==> src/tfa_pkg.sv <==
// Package for the timer flag, periodic interrupt and pulse accumulator block.
// Assumes an APB slave with 32-bit data; registers are byte wide in the low bits.
package tfa_pkg;
   localparam logic [11:0] ADDR_EDGE_CTRL = 12'h000;
   localparam logic [11:0] ADDR_MASK_ONE = 12'h004;
   localparam logic [11:0] ADDR_FLAGS_ONE = 12'h008;
   localparam logic [11:0] ADDR_MASK_TWO = 12'h00c;
   localparam logic [11:0] ADDR_FLAGS_TWO = 12'h010;
   localparam logic [11:0] ADDR_ACC_CTRL = 12'h014;
   localparam logic [11:0] ADDR_ACC_COUNT = 12'h018;
   localparam logic [7:0] RESET_BYTE = 8'h00;
   localparam logic [5:0] EDGE_CTRL_MASK = 6'h3f;
   // Second flag and mask register bit positions.
   localparam int BIT_OVF = 7;
   localparam int BIT_PERIODIC = 6;
   localparam int BIT_ACC_OVF = 5;
   localparam int BIT_ACC_EDGE = 4;
   // Accumulator control bit positions.
   localparam int BIT_DIR = 7;
   localparam int BIT_ENABLE = 6;
   localparam int BIT_MODE = 5;
   localparam int BIT_EDGE_POL = 4;
   localparam int BIT_RATE_HI = 1;
   localparam int BIT_RATE_LO = 0;
   localparam logic [7:0] FLAGS_TWO_IMPL = 8'hf0;
   localparam int GATED_DIV = 64;
   localparam int RTI_BASE = 8192;
   localparam logic [1:0] EDGE_OFF = 2'h0;
   localparam logic [1:0] EDGE_RISE = 2'h1;
   localparam logic [1:0] EDGE_FALL = 2'h2;
   localparam logic [1:0] EDGE_ANY = 2'h3;
   typedef struct packed {
      logic [4:0] compare_event;
      logic [2:0] capture_pin;
   } tfa_events_t;
   typedef struct packed {
      logic [7:0] timer_one;
      logic periodic;
      logic acc_edge;
      logic acc_overflow;
   } tfa_irq_t;
endpackage : tfa_pkg

==> src/tfa_top.sv <==
// Timer flags, capture edge selection, periodic interrupt and pulse accumulator.
// Assumes synchronous inputs on pclk and an APB master that waits for pready.
// Contract
// - Two-bit edge selector per capture: off, rising, falling, both.
// - Reset clears all capture edge selectors.
// - Edge control bits 7 and 6 read zero.
// - Compare flag and its mask together raise that compare request.
// - Capture flag and its mask together raise that capture request.
// - Flags set regardless of mask; mask only gates requests.
// - Timer flags clear only by writing one; zero leaves them.
// - Accumulator edge flag sets on active pin edge while the enable bit is set; clear with bit 4.
// - Second flag register bits 3 to 0 read zero.
// - Two-bit rate field selects one of four periodic rates.
// - Each period sets periodic flag; request only when enabled.
// - First periodic flag needs one whole period after reset.
// - Eight-bit readable writable accumulator; mode picks events or gated time.
// - Gated mode counts clock divided by 64 while pin enables.
// - Shared pin level feeds the accumulator even when output.
// - Direction bit makes the shared pin input at zero, output at one.
// - Enable bit turns the accumulator off or on.
//
// Local design decisions: the register addresses and the APB slave port.
`timescale 1ns/1ns
module tfa_top #(
   parameter int RTI_BASE_CYCLES = tfa_pkg::RTI_BASE
) (
   input wire logic pclk,
   input wire logic presetn,
   input wire logic psel,
   input wire logic penable,
   input wire logic pwrite,
   input wire logic [11:0] paddr,
   input wire logic [31:0] pwdata,
   input wire logic [3:0] pstrb,
   output logic [31:0] prdata,
   output logic pready,
   output logic pslverr,
   input wire tfa_pkg::tfa_events_t events_in,
   input wire logic timer_overflow,
   input wire logic shared_pin_in,
   input wire logic shared_pin_out_value,
   output logic shared_pin_out,
   output logic shared_pin_oe_n,
   output tfa_pkg::tfa_irq_t irq,
   output logic [2:0] capture_strobe
);
   import tfa_pkg::*;

   initial begin
      if (RTI_BASE_CYCLES < 2) begin
         $error("RTI_BASE_CYCLES must be at least 2");
      end
   end

   logic [5:0] capture_edge_control_reg;
   logic [7:0] timer_interrupt_mask_one_reg;
   logic [7:0] timer_interrupt_flags_one_reg;
   logic [7:0] timer_interrupt_mask_two_reg;
   logic [7:0] timer_interrupt_flags_two_reg;
   logic [7:0] accumulator_control_reg;
   logic [7:0] acc_count_reg;
   logic [2:0] capture_prev_reg;
   logic pin_prev_reg;
   logic [5:0] gate_div_reg;
   logic [31:0] rti_count_reg;
   logic [31:0] rti_period;
   logic rti_tick;
   logic wr_en;
   logic rd_en;
   logic byte_wr;
   logic [7:0] wbyte;
   logic [7:0] flags_one_set;
   logic [7:0] flags_two_set;
   logic pin_rise;
   logic pin_fall;
   logic pin_edge;
   logic pin_active_level;
   logic acc_inc;
   logic acc_wrap;
   logic [7:0] rdata_next;
   logic addr_ok;

   assign pready = 1'b1;
   assign wr_en = psel & penable & pwrite;
   assign rd_en = psel & ~penable & ~pwrite;
   assign byte_wr = wr_en & pstrb[0];
   assign wbyte = pwdata[7:0];

   always_comb begin
      case (paddr)
         ADDR_EDGE_CTRL, ADDR_MASK_ONE, ADDR_FLAGS_ONE, ADDR_MASK_TWO,
         ADDR_FLAGS_TWO, ADDR_ACC_CTRL, ADDR_ACC_COUNT: addr_ok = 1'b1;
         default: addr_ok = 1'b0;
      endcase
   end
   assign pslverr = psel & penable & ~addr_ok;

   // Capture edge detection per channel.
   genvar gi;
   generate
      for (gi = 0; gi < 3; gi++) begin : g_cap
         logic [1:0] sel;
         logic rise;
         logic fall;
         assign sel = capture_edge_control_reg[2*gi +: 2];
         assign rise = events_in.capture_pin[gi] & ~capture_prev_reg[gi];
         assign fall = ~events_in.capture_pin[gi] & capture_prev_reg[gi];
         always_comb begin
            case (sel)
               EDGE_RISE: capture_strobe[gi] = rise;
               EDGE_FALL: capture_strobe[gi] = fall;
               EDGE_ANY: capture_strobe[gi] = rise | fall;
               default: capture_strobe[gi] = 1'b0;
            endcase
         end
      end
   endgenerate

   always_ff @(posedge pclk or negedge presetn) begin
      if (!presetn) begin
         capture_prev_reg <= 3'h0;
         pin_prev_reg <= 1'b0;
      end else begin
         capture_prev_reg <= events_in.capture_pin;
         pin_prev_reg <= shared_pin_out;
      end
   end

   always_ff @(posedge pclk or negedge presetn) begin
      if (!presetn) begin
         capture_edge_control_reg <= 6'h00;
      end else if (byte_wr && paddr == ADDR_EDGE_CTRL) begin
         capture_edge_control_reg <= wbyte[5:0] & EDGE_CTRL_MASK;
      end
   end

   always_ff @(posedge pclk or negedge presetn) begin
      if (!presetn) begin
         timer_interrupt_mask_one_reg <= RESET_BYTE;
         timer_interrupt_mask_two_reg <= RESET_BYTE;
         accumulator_control_reg <= RESET_BYTE;
      end else if (byte_wr) begin
         if (paddr == ADDR_MASK_ONE) begin
            timer_interrupt_mask_one_reg <= wbyte;
         end
         if (paddr == ADDR_MASK_TWO) begin
            timer_interrupt_mask_two_reg <= wbyte & FLAGS_TWO_IMPL;
         end
         if (paddr == ADDR_ACC_CTRL) begin
            accumulator_control_reg <= wbyte;
         end
      end
   end

   // Shared pin: the level seen by the accumulator is the pin itself.
   assign shared_pin_oe_n = ~accumulator_control_reg[BIT_DIR];
   assign shared_pin_out = accumulator_control_reg[BIT_DIR] ? shared_pin_out_value : shared_pin_in;
   assign pin_rise = shared_pin_out & ~pin_prev_reg;
   assign pin_fall = ~shared_pin_out & pin_prev_reg;
   assign pin_edge = accumulator_control_reg[BIT_EDGE_POL] ? pin_rise : pin_fall;
   assign pin_active_level = accumulator_control_reg[BIT_EDGE_POL] ? shared_pin_out : ~shared_pin_out;

   // Free-running divide by 64 for gated time mode.
   always_ff @(posedge pclk or negedge presetn) begin
      if (!presetn) begin
         gate_div_reg <= 6'h00;
      end else begin
         gate_div_reg <= gate_div_reg + 6'h01;
      end
   end

   always_comb begin
      if (!accumulator_control_reg[BIT_ENABLE]) begin
         acc_inc = 1'b0;
      end else if (accumulator_control_reg[BIT_MODE]) begin
         acc_inc = pin_active_level && gate_div_reg == 6'(GATED_DIV - 1);
      end else begin
         acc_inc = pin_edge;
      end
   end
   assign acc_wrap = acc_inc && acc_count_reg == 8'hff;

   always_ff @(posedge pclk or negedge presetn) begin
      if (!presetn) begin
         acc_count_reg <= RESET_BYTE;
      end else if (byte_wr && paddr == ADDR_ACC_COUNT) begin
         acc_count_reg <= wbyte;
      end else if (acc_inc) begin
         acc_count_reg <= acc_count_reg + 8'h01;
      end
   end

   // Periodic interrupt period is the base times 1, 2, 4 or 8.
   assign rti_period = 32'(RTI_BASE_CYCLES) << accumulator_control_reg[BIT_RATE_HI:BIT_RATE_LO];
   assign rti_tick = rti_count_reg >= rti_period - 32'h1;

   always_ff @(posedge pclk or negedge presetn) begin
      if (!presetn) begin
         rti_count_reg <= 32'h0;
      end else if (rti_tick) begin
         rti_count_reg <= 32'h0;
      end else begin
         rti_count_reg <= rti_count_reg + 32'h1;
      end
   end

   assign flags_one_set = {events_in.compare_event, capture_strobe};
   always_comb begin
      flags_two_set = 8'h00;
      flags_two_set[BIT_OVF] = timer_overflow;
      flags_two_set[BIT_PERIODIC] = rti_tick;
      flags_two_set[BIT_ACC_OVF] = acc_wrap;
      flags_two_set[BIT_ACC_EDGE] = accumulator_control_reg[BIT_ENABLE] & pin_edge;
   end

   always_ff @(posedge pclk or negedge presetn) begin
      if (!presetn) begin
         timer_interrupt_flags_one_reg <= RESET_BYTE;
      end else begin
         if (byte_wr && paddr == ADDR_FLAGS_ONE) begin
            timer_interrupt_flags_one_reg <= (timer_interrupt_flags_one_reg & ~wbyte) | flags_one_set;
         end else begin
            timer_interrupt_flags_one_reg <= timer_interrupt_flags_one_reg | flags_one_set;
         end
      end
   end

   always_ff @(posedge pclk or negedge presetn) begin
      if (!presetn) begin
         timer_interrupt_flags_two_reg <= RESET_BYTE;
      end else begin
         if (byte_wr && paddr == ADDR_FLAGS_TWO) begin
            timer_interrupt_flags_two_reg <= ((timer_interrupt_flags_two_reg & ~wbyte) | flags_two_set)
               & FLAGS_TWO_IMPL;
         end else begin
            timer_interrupt_flags_two_reg <= (timer_interrupt_flags_two_reg | flags_two_set) & FLAGS_TWO_IMPL;
         end
      end
   end

   always_comb begin
      irq.timer_one = timer_interrupt_flags_one_reg & timer_interrupt_mask_one_reg;
      irq.periodic = timer_interrupt_flags_two_reg[BIT_PERIODIC] & timer_interrupt_mask_two_reg[BIT_PERIODIC];
      irq.acc_edge = timer_interrupt_flags_two_reg[BIT_ACC_EDGE] & timer_interrupt_mask_two_reg[BIT_ACC_EDGE];
      irq.acc_overflow = timer_interrupt_flags_two_reg[BIT_ACC_OVF] & timer_interrupt_mask_two_reg[BIT_ACC_OVF];
   end

   always_comb begin
      case (paddr)
         ADDR_EDGE_CTRL: rdata_next = {2'h0, capture_edge_control_reg};
         ADDR_MASK_ONE: rdata_next = timer_interrupt_mask_one_reg;
         ADDR_FLAGS_ONE: rdata_next = timer_interrupt_flags_one_reg;
         ADDR_MASK_TWO: rdata_next = timer_interrupt_mask_two_reg;
         ADDR_FLAGS_TWO: rdata_next = timer_interrupt_flags_two_reg & FLAGS_TWO_IMPL;
         ADDR_ACC_CTRL: rdata_next = accumulator_control_reg;
         ADDR_ACC_COUNT: rdata_next = acc_count_reg;
         default: rdata_next = 8'h00;
      endcase
   end

   // Read data is captured in the setup cycle and stands through the access cycle.
   always_ff @(posedge pclk or negedge presetn) begin
      if (!presetn) begin
         prdata <= 32'h0;
      end else if (rd_en) begin
         prdata <= {24'h0, rdata_next};
      end
   end
endmodule : tfa_top

==> config.mk <==
export PLATFORM = sky130hd
export DESIGN_NAME = tfa_top
export DESIGN_NICKNAME = d
export VERILOG_FILES = /design/src/tfa_pkg.sv /design/src/tfa_top.sv
export SDC_FILE = /design/constraint.sdc
export NUM_CORES = 1
export LEC_CHECK = 0
export ABC_AREA = 1
export BUFFER_PORTS_ARGS = -buffer_cell sky130_fd_sc_hd__buf_2
export CAP_MARGIN = 20
export CORE_MARGIN = 2
export CORE_UTILIZATION = 45
export CTS_BUF_LIST = sky130_fd_sc_hd__clkbuf_16
export DETAILED_ROUTE_END_ITERATION = 10
export PLACE_DENSITY = 0.69
export SYNTH_ARGS = -nofsm -noshare
export SYNTH_HDL_FRONTEND = slang
export SYNTH_SLANG_ARGS = --single-unit
==> constraint.sdc <==
create_clock -name pclk -period 2.95 [get_ports pclk]
set_clock_uncertainty 0.1 [all_clocks]
set_input_delay 0.295 -clock pclk [delete_from_list [all_inputs] [get_ports pclk]]
set_output_delay 0.295 -clock pclk [all_outputs]
set_load 0.005 [all_outputs]
Yosys cells after proc, flatten, opt, wreduce, memory -nomap -nowiden. Index checks and enable logic that the tools add are counted.

Register bits after elaboration: 100. Bits in latches: 0. RAM bits: 0. Memory bits (read-only): 0. Output and inout port bits: 50. Word-level logic and storage cells: 103. Memories: 0.

Add/sub/neg operators: 4. Multiply operators: 0. Div/mod/pow operators: 0. Magnitude comparators: 1. Equal/unequal tests: 17. Shifts and indexed selects: 1. Multiplexer cells: 15. Bitwise operators: 41. Reductions and logical operators: 12.

Operators with widths (count): $pmux 8 s7 (1); $eq 12x5->1 const B (3); $add 32x1->32 const B (1); $ge 32x32->1 (1); $mux 32 (1); $mux 8 (4); $or 8x8->8 (4); $shl 14x2->32 const A (1); $sub 32x1->32 const B (1); $and 8x8->8 (3); $eq 12x4->1 const B (2); $and 1x1->1 (18); $eq 12x3->1 const B (1); $eq 2x2->1 const B (6); $logic_not 12->1 (1); $not 1->1 (12); $pmux 1 s3 (3); $add 8x1->8 const B (1); $eq 8x8->1 const B (1); $not 8->8 (1); $reduce_or 7->1 (1); $add 6x1->6 const B (1); $eq 2x1->1 const B (3); $eq 6x6->1 const B (1); 5 further kinds (19).

Depth between registers and ports, before layout. Gate-level depths: netlist of run 1.

Word-level depth: 9. Gate-level depth with buffers: 14.

Least setup slack after synthesis of run 1. OpenSTA, ideal clock, no wires.

Path kind: register to register. Start: register accumulator_control_reg[1]. End: register rti_count_reg[30]. Library setup time: 116 ps. Arrival time: 1677 ps. Setup slack: 1058 ps. Stages on the path, launching flop included: 14. Buffers on the path: 1. Clock period less this slack: 1892 ps. Path through: dfrtp_1 > nand2_1 > inv_1 > ha_1 > inv_1 > ha_1 > nand2_1 > nor2_1 > nand4_1 > nor2_1 > nand2_2 > nand3b_4 > buf_6 > nor2_1.

Word-level cells in the longest chain between the ends: 4.

RTL lines: start, declared (RTL line tfa_top.sv:60) `logic [7:0] accumulator_control_reg;`; start signal, assigned (RTL line tfa_top.sv:150) `accumulator_control_reg <= wbyte;`; $shl 14x2->32 (RTL line tfa_top.sv:194) `assign rti_period = 32'(RTI_BASE_CYCLES) << accumulator_control_reg[BIT_RATE_HI:BIT_RATE_LO];`; $sub 32x1->32 (RTL line tfa_top.sv:195) `assign rti_tick = rti_count_reg >= rti_period - 32'h1;`; $ge 32x32->1 (RTL line tfa_top.sv:195); $mux 32 (RTL line tfa_top.sv:200) `end else if (rti_tick) begin`; end signal, assigned (RTL line tfa_top.sv:203) `rti_count_reg <= rti_count_reg + 32'h1;`; end, declared (RTL line tfa_top.sv:65) `logic [31:0] rti_count_reg;`.

Every way passes these cells. A chain may end at the register's enable or synchronous reset.

Worst setup path after layout of run 1. Ends and elaborated chain as after synthesis.

==> results.txt, run 1 <==
The run finished with clean final reports. The routed design has ~14 mm of wire. The clock network latency to the later pin of the worst-skew pair is approximately 0.36 ns. The core region is roughly 13000 um2.

The TritonCTS clock tree is done. The primary flip-flop cell chosen by synthesis mapping is dfrtp_1. The overall power consumption is between 2 and 3 mW. The die covers 14360 um2. The fraction of synthesis flops using an asynchronous set or reset pin is 100.0%.

The initial antenna violation count came out at 0. The clock edge transition at the registers on the reported setup and hold paths is about 0.08 ns. The number of flip-flops in the largest register is 32. The worst pin sits at a relative slew slack of ~53%. The number of violations reported at the end of detailed-routing iteration 0 came out at approximately 400. The required time at the endpoint of the critical path came out at a little over 3 ns.

The count of input and output buffers is 61. The row count is between 40 and 50. The H-tree was split into 3 levels. The cell leakage power came out at 3.643 nW. The proportion of netlist area held by the largest area contributor came out at between 30% and 40%. The number of diodes added for antenna fixing is 0.

The post-cts sizing count is 0. The routability congestion estimate from global placement came out at ~0.86. The upper clock frequency limit came out at about 0.42 GHz. After filler insertion, the fill cell instance count of the layout stands at 1300. The overall via count from detail_route is about 5400. The largest fanout on the critical path came out at 32. The area growth from synthesis to layout is 12.58%. The final period utilization came out at 79.90%. After routing, the total negative slack on setup checks comes to 0 ns. The cell area after placement is between 6000 and 7000 um2.

The final hold slack came out at between 0.02 and 0.025 ns. The die boundary height came out at ~120 um. The number of warnings reported in the yosys synthesis log came out at 0. Setup violations remaining at the end of the flow were counted as 0. The setup path with the least slack is of type flop to flop. The buffer levels on the longest clock path came out at 2. Yosys mapped a number of flops with a built-in enable equal to 0. The area taken by flip-flops and latches came out at approximately 2400 um2. For this run, the detailed router's first-pass iteration total came to 7. The net count reported at finish came out at roughly 1000. The half-perimeter wire length after placement came out at 10.42 mm. The power per cell area is about 380 nW/um2.

The leading area contributor after synthesis is dfrtp_1. The number of pins exceeding their max-slew limit in the final report came to 0. The initial core utilization is about 46%. The per-cell via count in the routed design is approximately 4.9.

The all-layer global routing usage is around a fifth. The final hold violation count came out at 0. The number of global-route vias before repair came out at about 4800. The setup check on the worst reg-to-reg path leaves a slack of 0.59 ns. The library cell used most frequently in the layout, excluding fill and tap cells, is nand2_1. Setup repair after global routing left no endpoint under its margin. The proportion of synthesized chip area in sequential cells is between 30% and 40%.

In the layout the commonest cells are nand2_1 (242), inv_1 (102), nor2_1 (96), dfrtp_1 (96), nand3_1 (88). The shortest clock period the worst path allows after layout came out at ~2.4 ns. By area the synthesized netlist is led by dfrtp_1 (40%), nand2_1 (15%), nand3_1 (7.3%). At the pin with the least slew margin, the transition time is 0.7040 ns. The arrival time of data at the critical path endpoint came out at approximately 2.5 ns. The worst-case IR drop observed on VDD is between 0.0002 and 0.00025 V. The max-cap violation count came out at 0.

CTS placed an instance of clkbuf_16 at the clock tree root. The synthesized netlist contains 32 unique library cells. STA classifies the critical path startpoint as a flop. The number of flip-flops and latches in the synthesized netlist is 96. The summed area of non-filler cells in the final layout is 6798 um2. The endpoint type of the worst setup path is a flop.

The pin count of the biggest net entering global routing is between 70 and 80. TritonCTS created 9 clock buffers. The tree built by TritonCTS fans out to 96 sinks.

The wire length per cell after detailed routing is approximately 13 um. The number of primary I/O pins came out at about 110. The cell area that synthesis handed to floorplanning was approximately 6000 um2. The horizontal extent of the die came out at about 120 um. The synthesized instance count is 828. The first global-routing pass estimated ~24 mm of wire. The number of antenna-violating nets in the routed design is 0.

For this run the aggregate overflow at the end of global routing stands at 0. In this run the worst hold path is classified as primary input to flop. The mean cell area of the mapped netlist came out at ~7.3 um2. The area occupied by multi-input gates came out at approximately 3100 um2.

Cells with a size suffix above 1 make up about 12% of the layout. For this run, design rule violations remaining after detail routing come to 0.
==> final timing paths <==
| kind | startpoint | to | cells after the start |
|---|---|---|---|
| min | events_in[3] | timer_interrupt_flags_one_reg[3]$_DFF_PN0_ | 3 |
| min in group asynchronous | presetn | rti_count_reg[30]$_DFF_PN0_ | 2 |
| max | accumulator_control_reg[1]$_DFFE_PN0P_ | rti_count_reg[30]$_DFF_PN0_ | 12 |
| max reg2reg | accumulator_control_reg[1]$_DFFE_PN0P_ | rti_count_reg[30]$_DFF_PN0_ | 12 |
| min reg2reg | gate_div_reg[0]$_DFF_PN0_ | gate_div_reg[0]$_DFF_PN0_ | 1 |
| max in group asynchronous | presetn | accumulator_control_reg[7]$_DFFE_PN0P_ | 4 |
==> per-layer routing <==
metal,global-route usage (%),up-vias,wire [um]
met5,0,-,0
met4,7.500,0,243
met3,2.994,20,826
met2,30.18,171,5895
met1,31.31,2454,7131
li1,-,2708,-
==> what timing repair did <==
item,in CTS,in global routing
hold endpoints to repair,3,71
endpoints found under the setup margin,0,0
hold buffers,3,1
buffers inserted,0,0
==> critical path, stage by stage, from the launching register on <==
cell and delay, ns:
dfrtp_1 0.43, nand2_1 0.13, inv_1 0.08, ha_1 0.13, inv_1 0.07, ha_1 0.28, nand2_1 0.04, nor2_1 0.14
nand4_1 0.15, nor2_1 0.14, nand2_2 0.09, nand3b_4 0.33, nor2_1 0.09
==> per-stage QoR <==
step                worst slack [ns]  util [%]  std cells
CTS                           0.5604     51.25       1084
finish                        0.5929     51.54       1086
detailed placement            0.6241     48.87       1065
global route                  0.3020     51.54       1086
floorplan                      1.058         -        861
global placement              0.6894     48.87       1065
==> area by class of cell <==
cell class                      instances  area share, %
Timing Repair Buffer                   71          6.074
Inverter                              103          5.706
Tap cell                              176          3.239
Clock inverter                          7         0.8651
Clock buffer                            9          3.313
Multi-Input combinational cell        624          45.46
Sequential cell                        96          35.34
==> kinds of logic (layout without fill, tap and decap cells) <==
| kind of cell | Yosys count | count (layout) | share of synthesized area [%] |
|---|---|---|---|
| AND/OR/NAND/NOR | 469 | 469 | 33.34 |
| XOR/XNOR | 26 | 26 | 3.771 |
| AO/OA/AOI/OAI | 67 | 67 | 6.299 |
| buffers and inverters | 141 | 190 | 11.09 |
| other | 2 | 35 | 0.1244 |
| adder cells (fa/ha/maj) | 27 | 27 | 5.595 |
| flip-flops | 96 | 96 | 39.78 |
==> where the power goes <==
| part | internal [mW] | switching, mW |
|---|---|---|
| sequential | 1.32 | 0.00381 |
| combinational | 0.0451 | 0.0950 |
| clock | 0.579 | 0.544 |
| total | 1.94 | 0.643 |
==> synth_stat cells (8+ instances only) <==
library cell and count:
nand2_1 242, inv_1 101, dfrtp_1 96, nor2_1 96, nand3_1 88, o21ai_0 40
buf_4 27, ha_1 27, xor2_1 19, nor3_1 12, a21oi_1 8, nor2_2 8
o21ai_2 8
Note: power is estimated with default switching activity, not from simulation.
==> inputs of run 2 (changes only) <==
Clock period 2.95 ns to 2.3 ns, I/O delays scaled along.
==> run 2 against run 1 <==
  * Sequential power grew 29%
  * Register-to-register slack worse by 0.36 ns
  * Clock-buffer cell count did not move
  * Sequential share of layout area is 0.70 points lower
  * Routed wire length is 0.49% higher
  * Global-route usage about the same
  * Worst hold slack better by 0.058 ns
  * Critical endpoint is now rti_count_reg[7]$_DFF_PN0_
  * Largest cell class unchanged
  * Largest power group unchanged
==> results.txt, run 2 (synthesis results as in run 1) <==
The upper clock frequency limit came out at 0.4834 GHz (+14%). The largest fanout on the critical path came out at 20 (-38%). The power per cell area is 476.8 nW/um2 (+25%). The number of antenna-violating nets in the routed design is 0 (unchanged).

The worst hold path belongs to the class primary input to flop. The net count reported at finish came to 1009 (+1.3%). The utilization after layout is 52.57% (+1.0 points).

The overall via count from detail_route is 5380 (+0.50%). The worst setup margin is 0.2315 ns (-0.3614 ns). The final wirelength is 14.17 mm (+0.49%).

The final hold violation count was 0 (unchanged). The all-layer global routing usage is 20.79% (+0.047 points). The TritonCTS sink count came to 96 (unchanged). The most critical setup path has its startpoint at accumulator_control_reg[0]$_DFFE_PN0P_. The row count came out at 42 (unchanged). The overall overflow remaining after global route came out at 0 (unchanged). The number of diodes added for antenna fixing came to 0 (unchanged). The clock edge transition at the registers on the reported setup and hold paths came to 0.07 ns (about the same). The number of detailed-routing iterations run before antenna repair came to 5 (-2).

The maximum level of the CTS H-tree came out at 3 (unchanged). The depth of the most critical reg-to-reg path is 13 (+1). The arrival time of data at the critical path endpoint came out at 2.21 ns (-0.27 ns).

The global-route wire length before repair is 23.96 mm (+1.4%). The TritonCTS clock tree is done. The final period utilization is 89.94% (+10 points). The floorplan core area is 13190 um2 (unchanged). The final setup TNS came out at 0 ns (unchanged). The wire length per cell after detailed routing is 12.89 um (-0.70%). The initial antenna violation count came out at 0 (unchanged). The startpoint identified for the worst register-to-register timing path is accumulator_control_reg[0]$_DFFE_PN0P_. The layer flagged by global routing as most heavily used is met2.

The met3 demand-to-capacity share in global routing came out at 3.802% (+0.81 points). The number of pins exceeding their max-slew limit in the final report is 0 (unchanged). The worst hold path begins at shared_pin_out_value.

The signal on the critical path passes through nand2_2 > inv_1 > ha_1 > inv_1 > ha_1 > nand2_1 > nor2_2 > nand4_1 > nor2_1 > nand2_2 > nand3b_4 > buf_12 > nor2_1. The pin count of the biggest net entering global routing came to 35 (-55%). The reg-to-reg setup timing slack is 0.23 ns (-0.36 ns). The number of clock buffers inserted by TritonCTS came out at 9 (unchanged).

The required time at the endpoint of the critical path came out at 2.44 ns (-0.63 ns). The layout cell share with drive strength beyond 1 is 13.22% (+0.80 points). The layout-stage area growth over the synthesis result is 14.84%.

The routability congestion estimate from global placement came out at 0.9340 (+8.7%). The post-detailed-route DRC marker count came out at 0 (unchanged). STA classifies the critical path endpoint as a flop. The max-cap violation count is 0 (unchanged). The number of flip-flops in the largest register came out at 32 (unchanged). The number of cells on the worst hold path came out at 3 (unchanged).

The library cell used most frequently in the layout, excluding fill and tap cells, is nand2_1. The horizontal extent of the die is 119.8 um (unchanged). The shortest clock period the worst path allows after layout came out at 2.069 ns (-0.2886 ns). The number of global-route vias before repair was 4904 (+1.1%). The worst setup path is launched from a flop. The number of violations reported at the end of detailed-routing iteration 0 came out at 338 (-15%).

The per-cell via count in the routed design came out at 4.895 (-0.68%). The worst register-to-register path ends at rti_count_reg[7]$_DFF_PN0_. The kind of cell adding the most delay to the critical path is simple AND/OR/NAND/NOR gates. The path with the worst hold slack has its endpoint at pin_prev_reg$_DFF_PN0_. The buffer levels on the longest clock path came out at 2 (unchanged). The met1 layer usage reported by global route came out at 30.65% (-0.66 points). The clock network latency to the later pin of the worst-skew pair came out at 0.35 ns (about the same). The initial core utilization came out at 45.78% (unchanged).

The overall power consumption is 3.306 mW (+28%). The critical path's largest stage delay is 0.40 ns (-0.03 ns). The cell area after placement was 6549 um2 (+1.6%). The summed area of non-filler cells in the final layout came out at 6934 um2 (+2.0%). The number of buffer and inverter stages on the critical path was 3 (+1).

The count of input and output buffers is 61 (unchanged). The overall die area is 14360 um2 (unchanged). In the layout the commonest cells are nand2_1 (241), inv_1 (102), dfrtp_1 (96). The final number of setup-violating endpoints is 0 (unchanged). The setup path with the least slack is of type flop to flop. The worst supply voltage drop on vdd is 0.0003291 V (+57%). The post-placement worst setup slack is 0.1826 ns (-0.4414 ns). Setup repair after global routing left no endpoint under its margin.

The buffer type at the clock tree root is clkbuf_16. The die boundary height came out at 119.8 um (unchanged). The number of primary I/O pins is 114 (unchanged).

The half-perimeter wire length after placement is 10.68 mm (+2.5%). The flow ran to the end, and the final reports show no timing, DRC or antenna violations. On the critical path, the stage with the largest delay is an instance of dfrtp_1. The met2 usage in global routing was 31.57% (+1.4 points). The cell leakage power came to 3.719 nW (+2.1%).
-- run 2: changes by cell type in the layout (fill, tap and decap cells not counted), sizes merged --
cell / previous run / this run
clkinv: 2 / 5
clkinvlp: 4 / 1
dlygate4sd3: 4 / 10
buf: 67 / 74
-- run 2: repair_timing --
item / in CTS / in global routing
hold buffers: 10 / 0
setup buffers: 0 / 1
resized for setup: 0 / 2
endpoints found under the setup margin: 0 / 32
hold endpoints to repair: 37 / 0
-- run 2: tightest hold or removal path, stage by stage --
cell and delay [ns]:
buf_2 0.07, nand2_1 0.05, nand2_1 0.12
-- run 2: worst max path at each step --
stage | endpoint | slack, ns | cells past startpoint
final | rti_count_reg[7]$_DFF_PN0_ | 0.23 | 13
after global routing | rti_count_reg[0]$_DFF_PN0_ | 0.006 | 13
after CTS | rti_count_reg[12]$_DFF_PN0_ | 0.17 | 13
after detailed placement | rti_count_reg[17]$_DFF_PN0_ | 0.18 | 13
after global placement | rti_count_reg[4]$_DFF_PN0_ | 0.21 | 13
after floorplan | rti_count_reg[30]$_DFF_PN0_ | 0.41 | 13
-- run 2: metal layers --
layer	share of wire (%)	up-vias	routed length [um]
met1	50	2467	7083
met3	5.8	15	828
met2	43	152	6081
met4	1.2	0	173
met5	0	-	0
li1	-	2746	-
-- run 2: power breakdown --
| part | leakage [nW] | internal, mW | switching [mW] | total, mW |
|---|---|---|---|---|
| registers | 1.27 | 1.69 | 0.00467 | 1.70 |
| logic | 2.31 | 0.0642 | 0.124 | 0.188 |
| clock network | 0.137 | 0.734 | 0.686 | 1.42 |
-- run 2: cell type report --
class	instances	area, um2
Multi-Input combinational cell	624	3095
Clock buffer	9	225.2
Sequential cell	96	2402
Tap cell	176	220.2
Timing Repair Buffer	84	555.5
Fill cell	1324	6256
Clock inverter	7	47.55
Inverter	103	387.9
-- run 2: through the flow --
| stage | instances | hold WS [ns] |
|---|---|---|
| 2_1_floorplan | 861 | -0.1656 |
| 3_3_place_gp | 1072 | 0.09854 |
| 3_5_place_dp | 1072 | 0.1037 |
| 4_1_cts | 1098 | 0.08216 |
| 5_1_grt | 1099 | 0.1024 |
| 6_report | 1099 | 0.08101 |
==> inputs of run 3 (changes only) <==
Settings changed: CELL_PAD_IN_SITES_DETAIL_PLACEMENT set to 0, CELL_PAD_IN_SITES_GLOBAL_PLACEMENT set to 1, CORE_ASPECT_RATIO set to 0.9, CORE_UTILIZATION 45 to 40, PLACE_DENSITY 0.69 to 0.82.
==> run 3 against run 2 <==
  * Worst hold slack lost 0.0077 ns
  * Global-route usage shrank 1.4 points
  * Setup slack lost 0.14 ns
  * Design area grew 2.5%
  * Critical path depth is the same
  * Largest power group unchanged
  * Total power grew 1.4%
  * Sequential share of layout area shrank 0.86 points
  * Largest cell class unchanged
  * Register-to-register slack lost 0.14 ns
==> results.txt, run 3 (synthesis results as in run 1) <==
The flow ran to the end, and the final reports show no timing, DRC or antenna violations. The final wirelength was 15.06 mm (+6.3%). The pin count of the biggest net entering global routing is 97 (+180%). The utilization after layout came to 48.32% (-4.2 points). The layout cell share with drive strength beyond 1 is 15.25% (+2.0 points). The number of cells on the worst hold path is 3 (unchanged). The final number of setup-violating endpoints came out at 0 (unchanged). The number of clock buffers inserted by TritonCTS is 9 (unchanged).

The net count reported at finish is 1017 (+0.79%). The floorplan core area is 14710 um2 (+12%). The clock edge transition at the registers on the reported setup and hold paths came out at 0.07 ns (about the same). The max-cap violation count is 0 (unchanged).

The layout filler cell count was 1492 (+13%). The arrival time of data at the critical path endpoint is 2.36 ns (+0.15 ns). The count of input and output buffers came out at 61 (unchanged). The post-detailed-route DRC marker count came out at 0 (unchanged). The number of antenna-violating nets in the routed design came out at 0 (unchanged).

In this run the clock root is driven by a clkbuf_16. The number of global-route vias before repair came out at 4826 (-1.6%). The overall die area is 16100 um2 (+12%). The reg-to-reg setup timing slack is 0.09 ns (-0.14 ns). The clock network latency to the later pin of the worst-skew pair came out at 0.35 ns (about the same).

The number of primary I/O pins came out at 114 (unchanged). The depth of the most critical reg-to-reg path is 13 (unchanged). TritonCTS built the clock tree. The type of the tightest min-delay check is primary input to flop. Leaving out fill and tap cells, the most frequent cell in the layout is nand2_1.

The die boundary height is 120.6 um (+0.60%). The routability congestion estimate from global placement came out at 0.8308 (-11%). The required time at the endpoint of the critical path is 2.45 ns (about the same).

The maximum level of the CTS H-tree is 3 (unchanged). The TritonCTS sink count is 96 (unchanged). The kind of critical path is flop to flop.

The final period utilization came out at 96.01% (+6.1 points). The reg-to-reg endpoint is rti_count_reg[0]$_DFF_PN0_. The buffer levels on the longest clock path came out at 2 (unchanged). The row count was 42 (unchanged). The post-placement worst setup slack came out at 0.1300 ns (-0.05262 ns).

The largest fanout on the critical path came out at 5 (-75%). The overall power consumption is 3.352 mW (+1.4%). The number of diodes added for antenna fixing came out at 0 (unchanged). The max-slew headroom at the worst pin is between 60 and 70%.

The number of detailed-routing iterations run before antenna repair is 5 (unchanged). The final non-filler cell total came out at 1129 (+2.7%). The worst hold path terminates at pin_prev_reg$_DFF_PN0_.

The count of placed standard cells including taps is 1096 (+2.2%). The shortest clock period the worst path allows after layout came out at 2.208 ns (+0.1396 ns). The initial antenna violation count is 0 (unchanged). The origin of the critical flop-to-flop path is accumulator_control_reg[1]$_DFFE_PN0P_. The wire length per cell after detailed routing came out at 13.34 um (+3.5%).

The power per cell area is 471.4 nW/um2 (-1.1%). The overall overflow remaining after global route is 0 (unchanged). The upper clock frequency limit is 0.4529 GHz (-6.3%). The per-cell via count in the routed design came out at 4.779 (-2.4%).

Setup repair after global routing could not meet its margin everywhere. The endpoint type of the worst setup path is a flop. The number of pins exceeding their max-slew limit in the final report came out at 0 (unchanged). The number of violations reported at the end of detailed-routing iteration 0 is 315 (-6.8%). The cell leakage power came out at 3.759 nW (+1.1%). The all-layer global routing usage is 19.36% (-1.4 points).

The layout-stage area growth over the synthesis result came out at 17.76%. The half-perimeter wire length after placement was 11.20 mm (+4.8%). The number of flip-flops in the largest register is 32 (unchanged). The overall via count from detail_route came out at 5396 (+0.30%). The initial core utilization came to 41.04% (-4.7 points). The worst supply voltage drop on vdd is 0.0003626 V (+10%). The horizontal extent of the die was 133.5 um (+11%). The final hold violation count is 0 (unchanged). The worst setup margin is 0.09182 ns (-0.1396 ns). The transition time at the pin with the least slew margin is 0.5534 ns. STA classifies the critical path startpoint as a flop. Leaving out fill and tap cells, the most frequent cells in the layout are nand2_1 (240), inv_1 (99), dfrtp_1 (96).

The global-route wire length before repair came out at 24.43 mm (+2.0%). In this run the most critical hold path is launched from shared_pin_out_value.
run 3: changes by cell type in the layout (fill, tap and decap cells not counted), sizes merged:
cell and delta:
inv +2, clkbuf +1, clkinvlp +2, buf +7, clkinv -4
run 3: layout make-up:
class                      instances  area, um2  area share (%)
clock buffer                       9      225.2           3.167
clock inverter                     7      60.06          0.8446
inverter                         103      390.4           5.490
multi-input combinational        624       3148           44.27
sequential                        96       2402           33.78
tap                              198      247.7           3.484
timing repair buffer              92      636.9           8.957
run 3: worst max-delay path, stage by stage, from the launching register on:
cell and delay (ns):
dfrtp_1 0.42, nand2_2 0.12, inv_2 0.09, ha_4 0.14, inv_4 0.04, ha_4 0.26, nand2_4 0.05, nor2_4 0.10
nand4_1 0.16, nor2_2 0.15, nand2_2 0.08, nand3b_4 0.16, clkbuf_16 0.18, nor2_1 0.04
run 3: power breakdown:
| group | internal, mW | leakage (nW) | switching [mW] |
|---|---|---|---|
| clock | 0.753 | 0.131 | 0.714 |
| sequential | 1.69 | 1.27 | 0.00479 |
| combinational | 0.0630 | 2.36 | 0.124 |
| total | 2.51 | 3.76 | 0.842 |
run 3: worst max-delay path by stage:
stage | start | to | slack (ns)
2_1_floorplan | accumulator_control_reg[1]$_DFFE_PN0P_ | rti_count_reg[30]$_DFF_PN0_ | 0.41
3_3_place_gp | accumulator_control_reg[1]$_DFFE_PN0P_ | rti_count_reg[4]$_DFF_PN0_ | 0.20
3_5_place_dp | accumulator_control_reg[1]$_DFFE_PN0P_ | rti_count_reg[4]$_DFF_PN0_ | 0.13
4_1_cts | accumulator_control_reg[1]$_DFFE_PN0P_ | rti_count_reg[4]$_DFF_PN0_ | 0.12
5_1_grt | accumulator_control_reg[1]$_DFFE_PN0P_ | rti_count_reg[13]$_DFF_PN0_ | -0.03
6_report | accumulator_control_reg[1]$_DFFE_PN0P_ | rti_count_reg[0]$_DFF_PN0_ | 0.09
run 3: metal layers:
layer,vias up,global-route usage (%),part of all wire (%)
li1,2751,-,-
met3,13,3.857,6.7
met2,160,27.26,40
met5,-,0,0
met4,0,3.989,0.84
met1,2472,30.45,52
run 3: timing repair:
| action | CTS | global route |
|---|---|---|
| setup buffers | 0 | 5 |
| resized for setup | 0 | 17 |
| hold buffers | 10 | 0 |
| setup endpoints to repair | 0 | 32 |
| endpoints found under the hold margin | 105 | 0 |
run 3: per-stage QoR:
step	hold slack [ns]	TNS (ns)	area (um2)
2_1_floorplan	-0.1656	0	6162
3_3_place_gp	0.2312	0	6591
3_5_place_dp	0.2345	0	6591
4_1_cts	0.05650	0	6977
5_1_grt	0.08246	-0.5910	7111
6_report	0.07336	0	7111
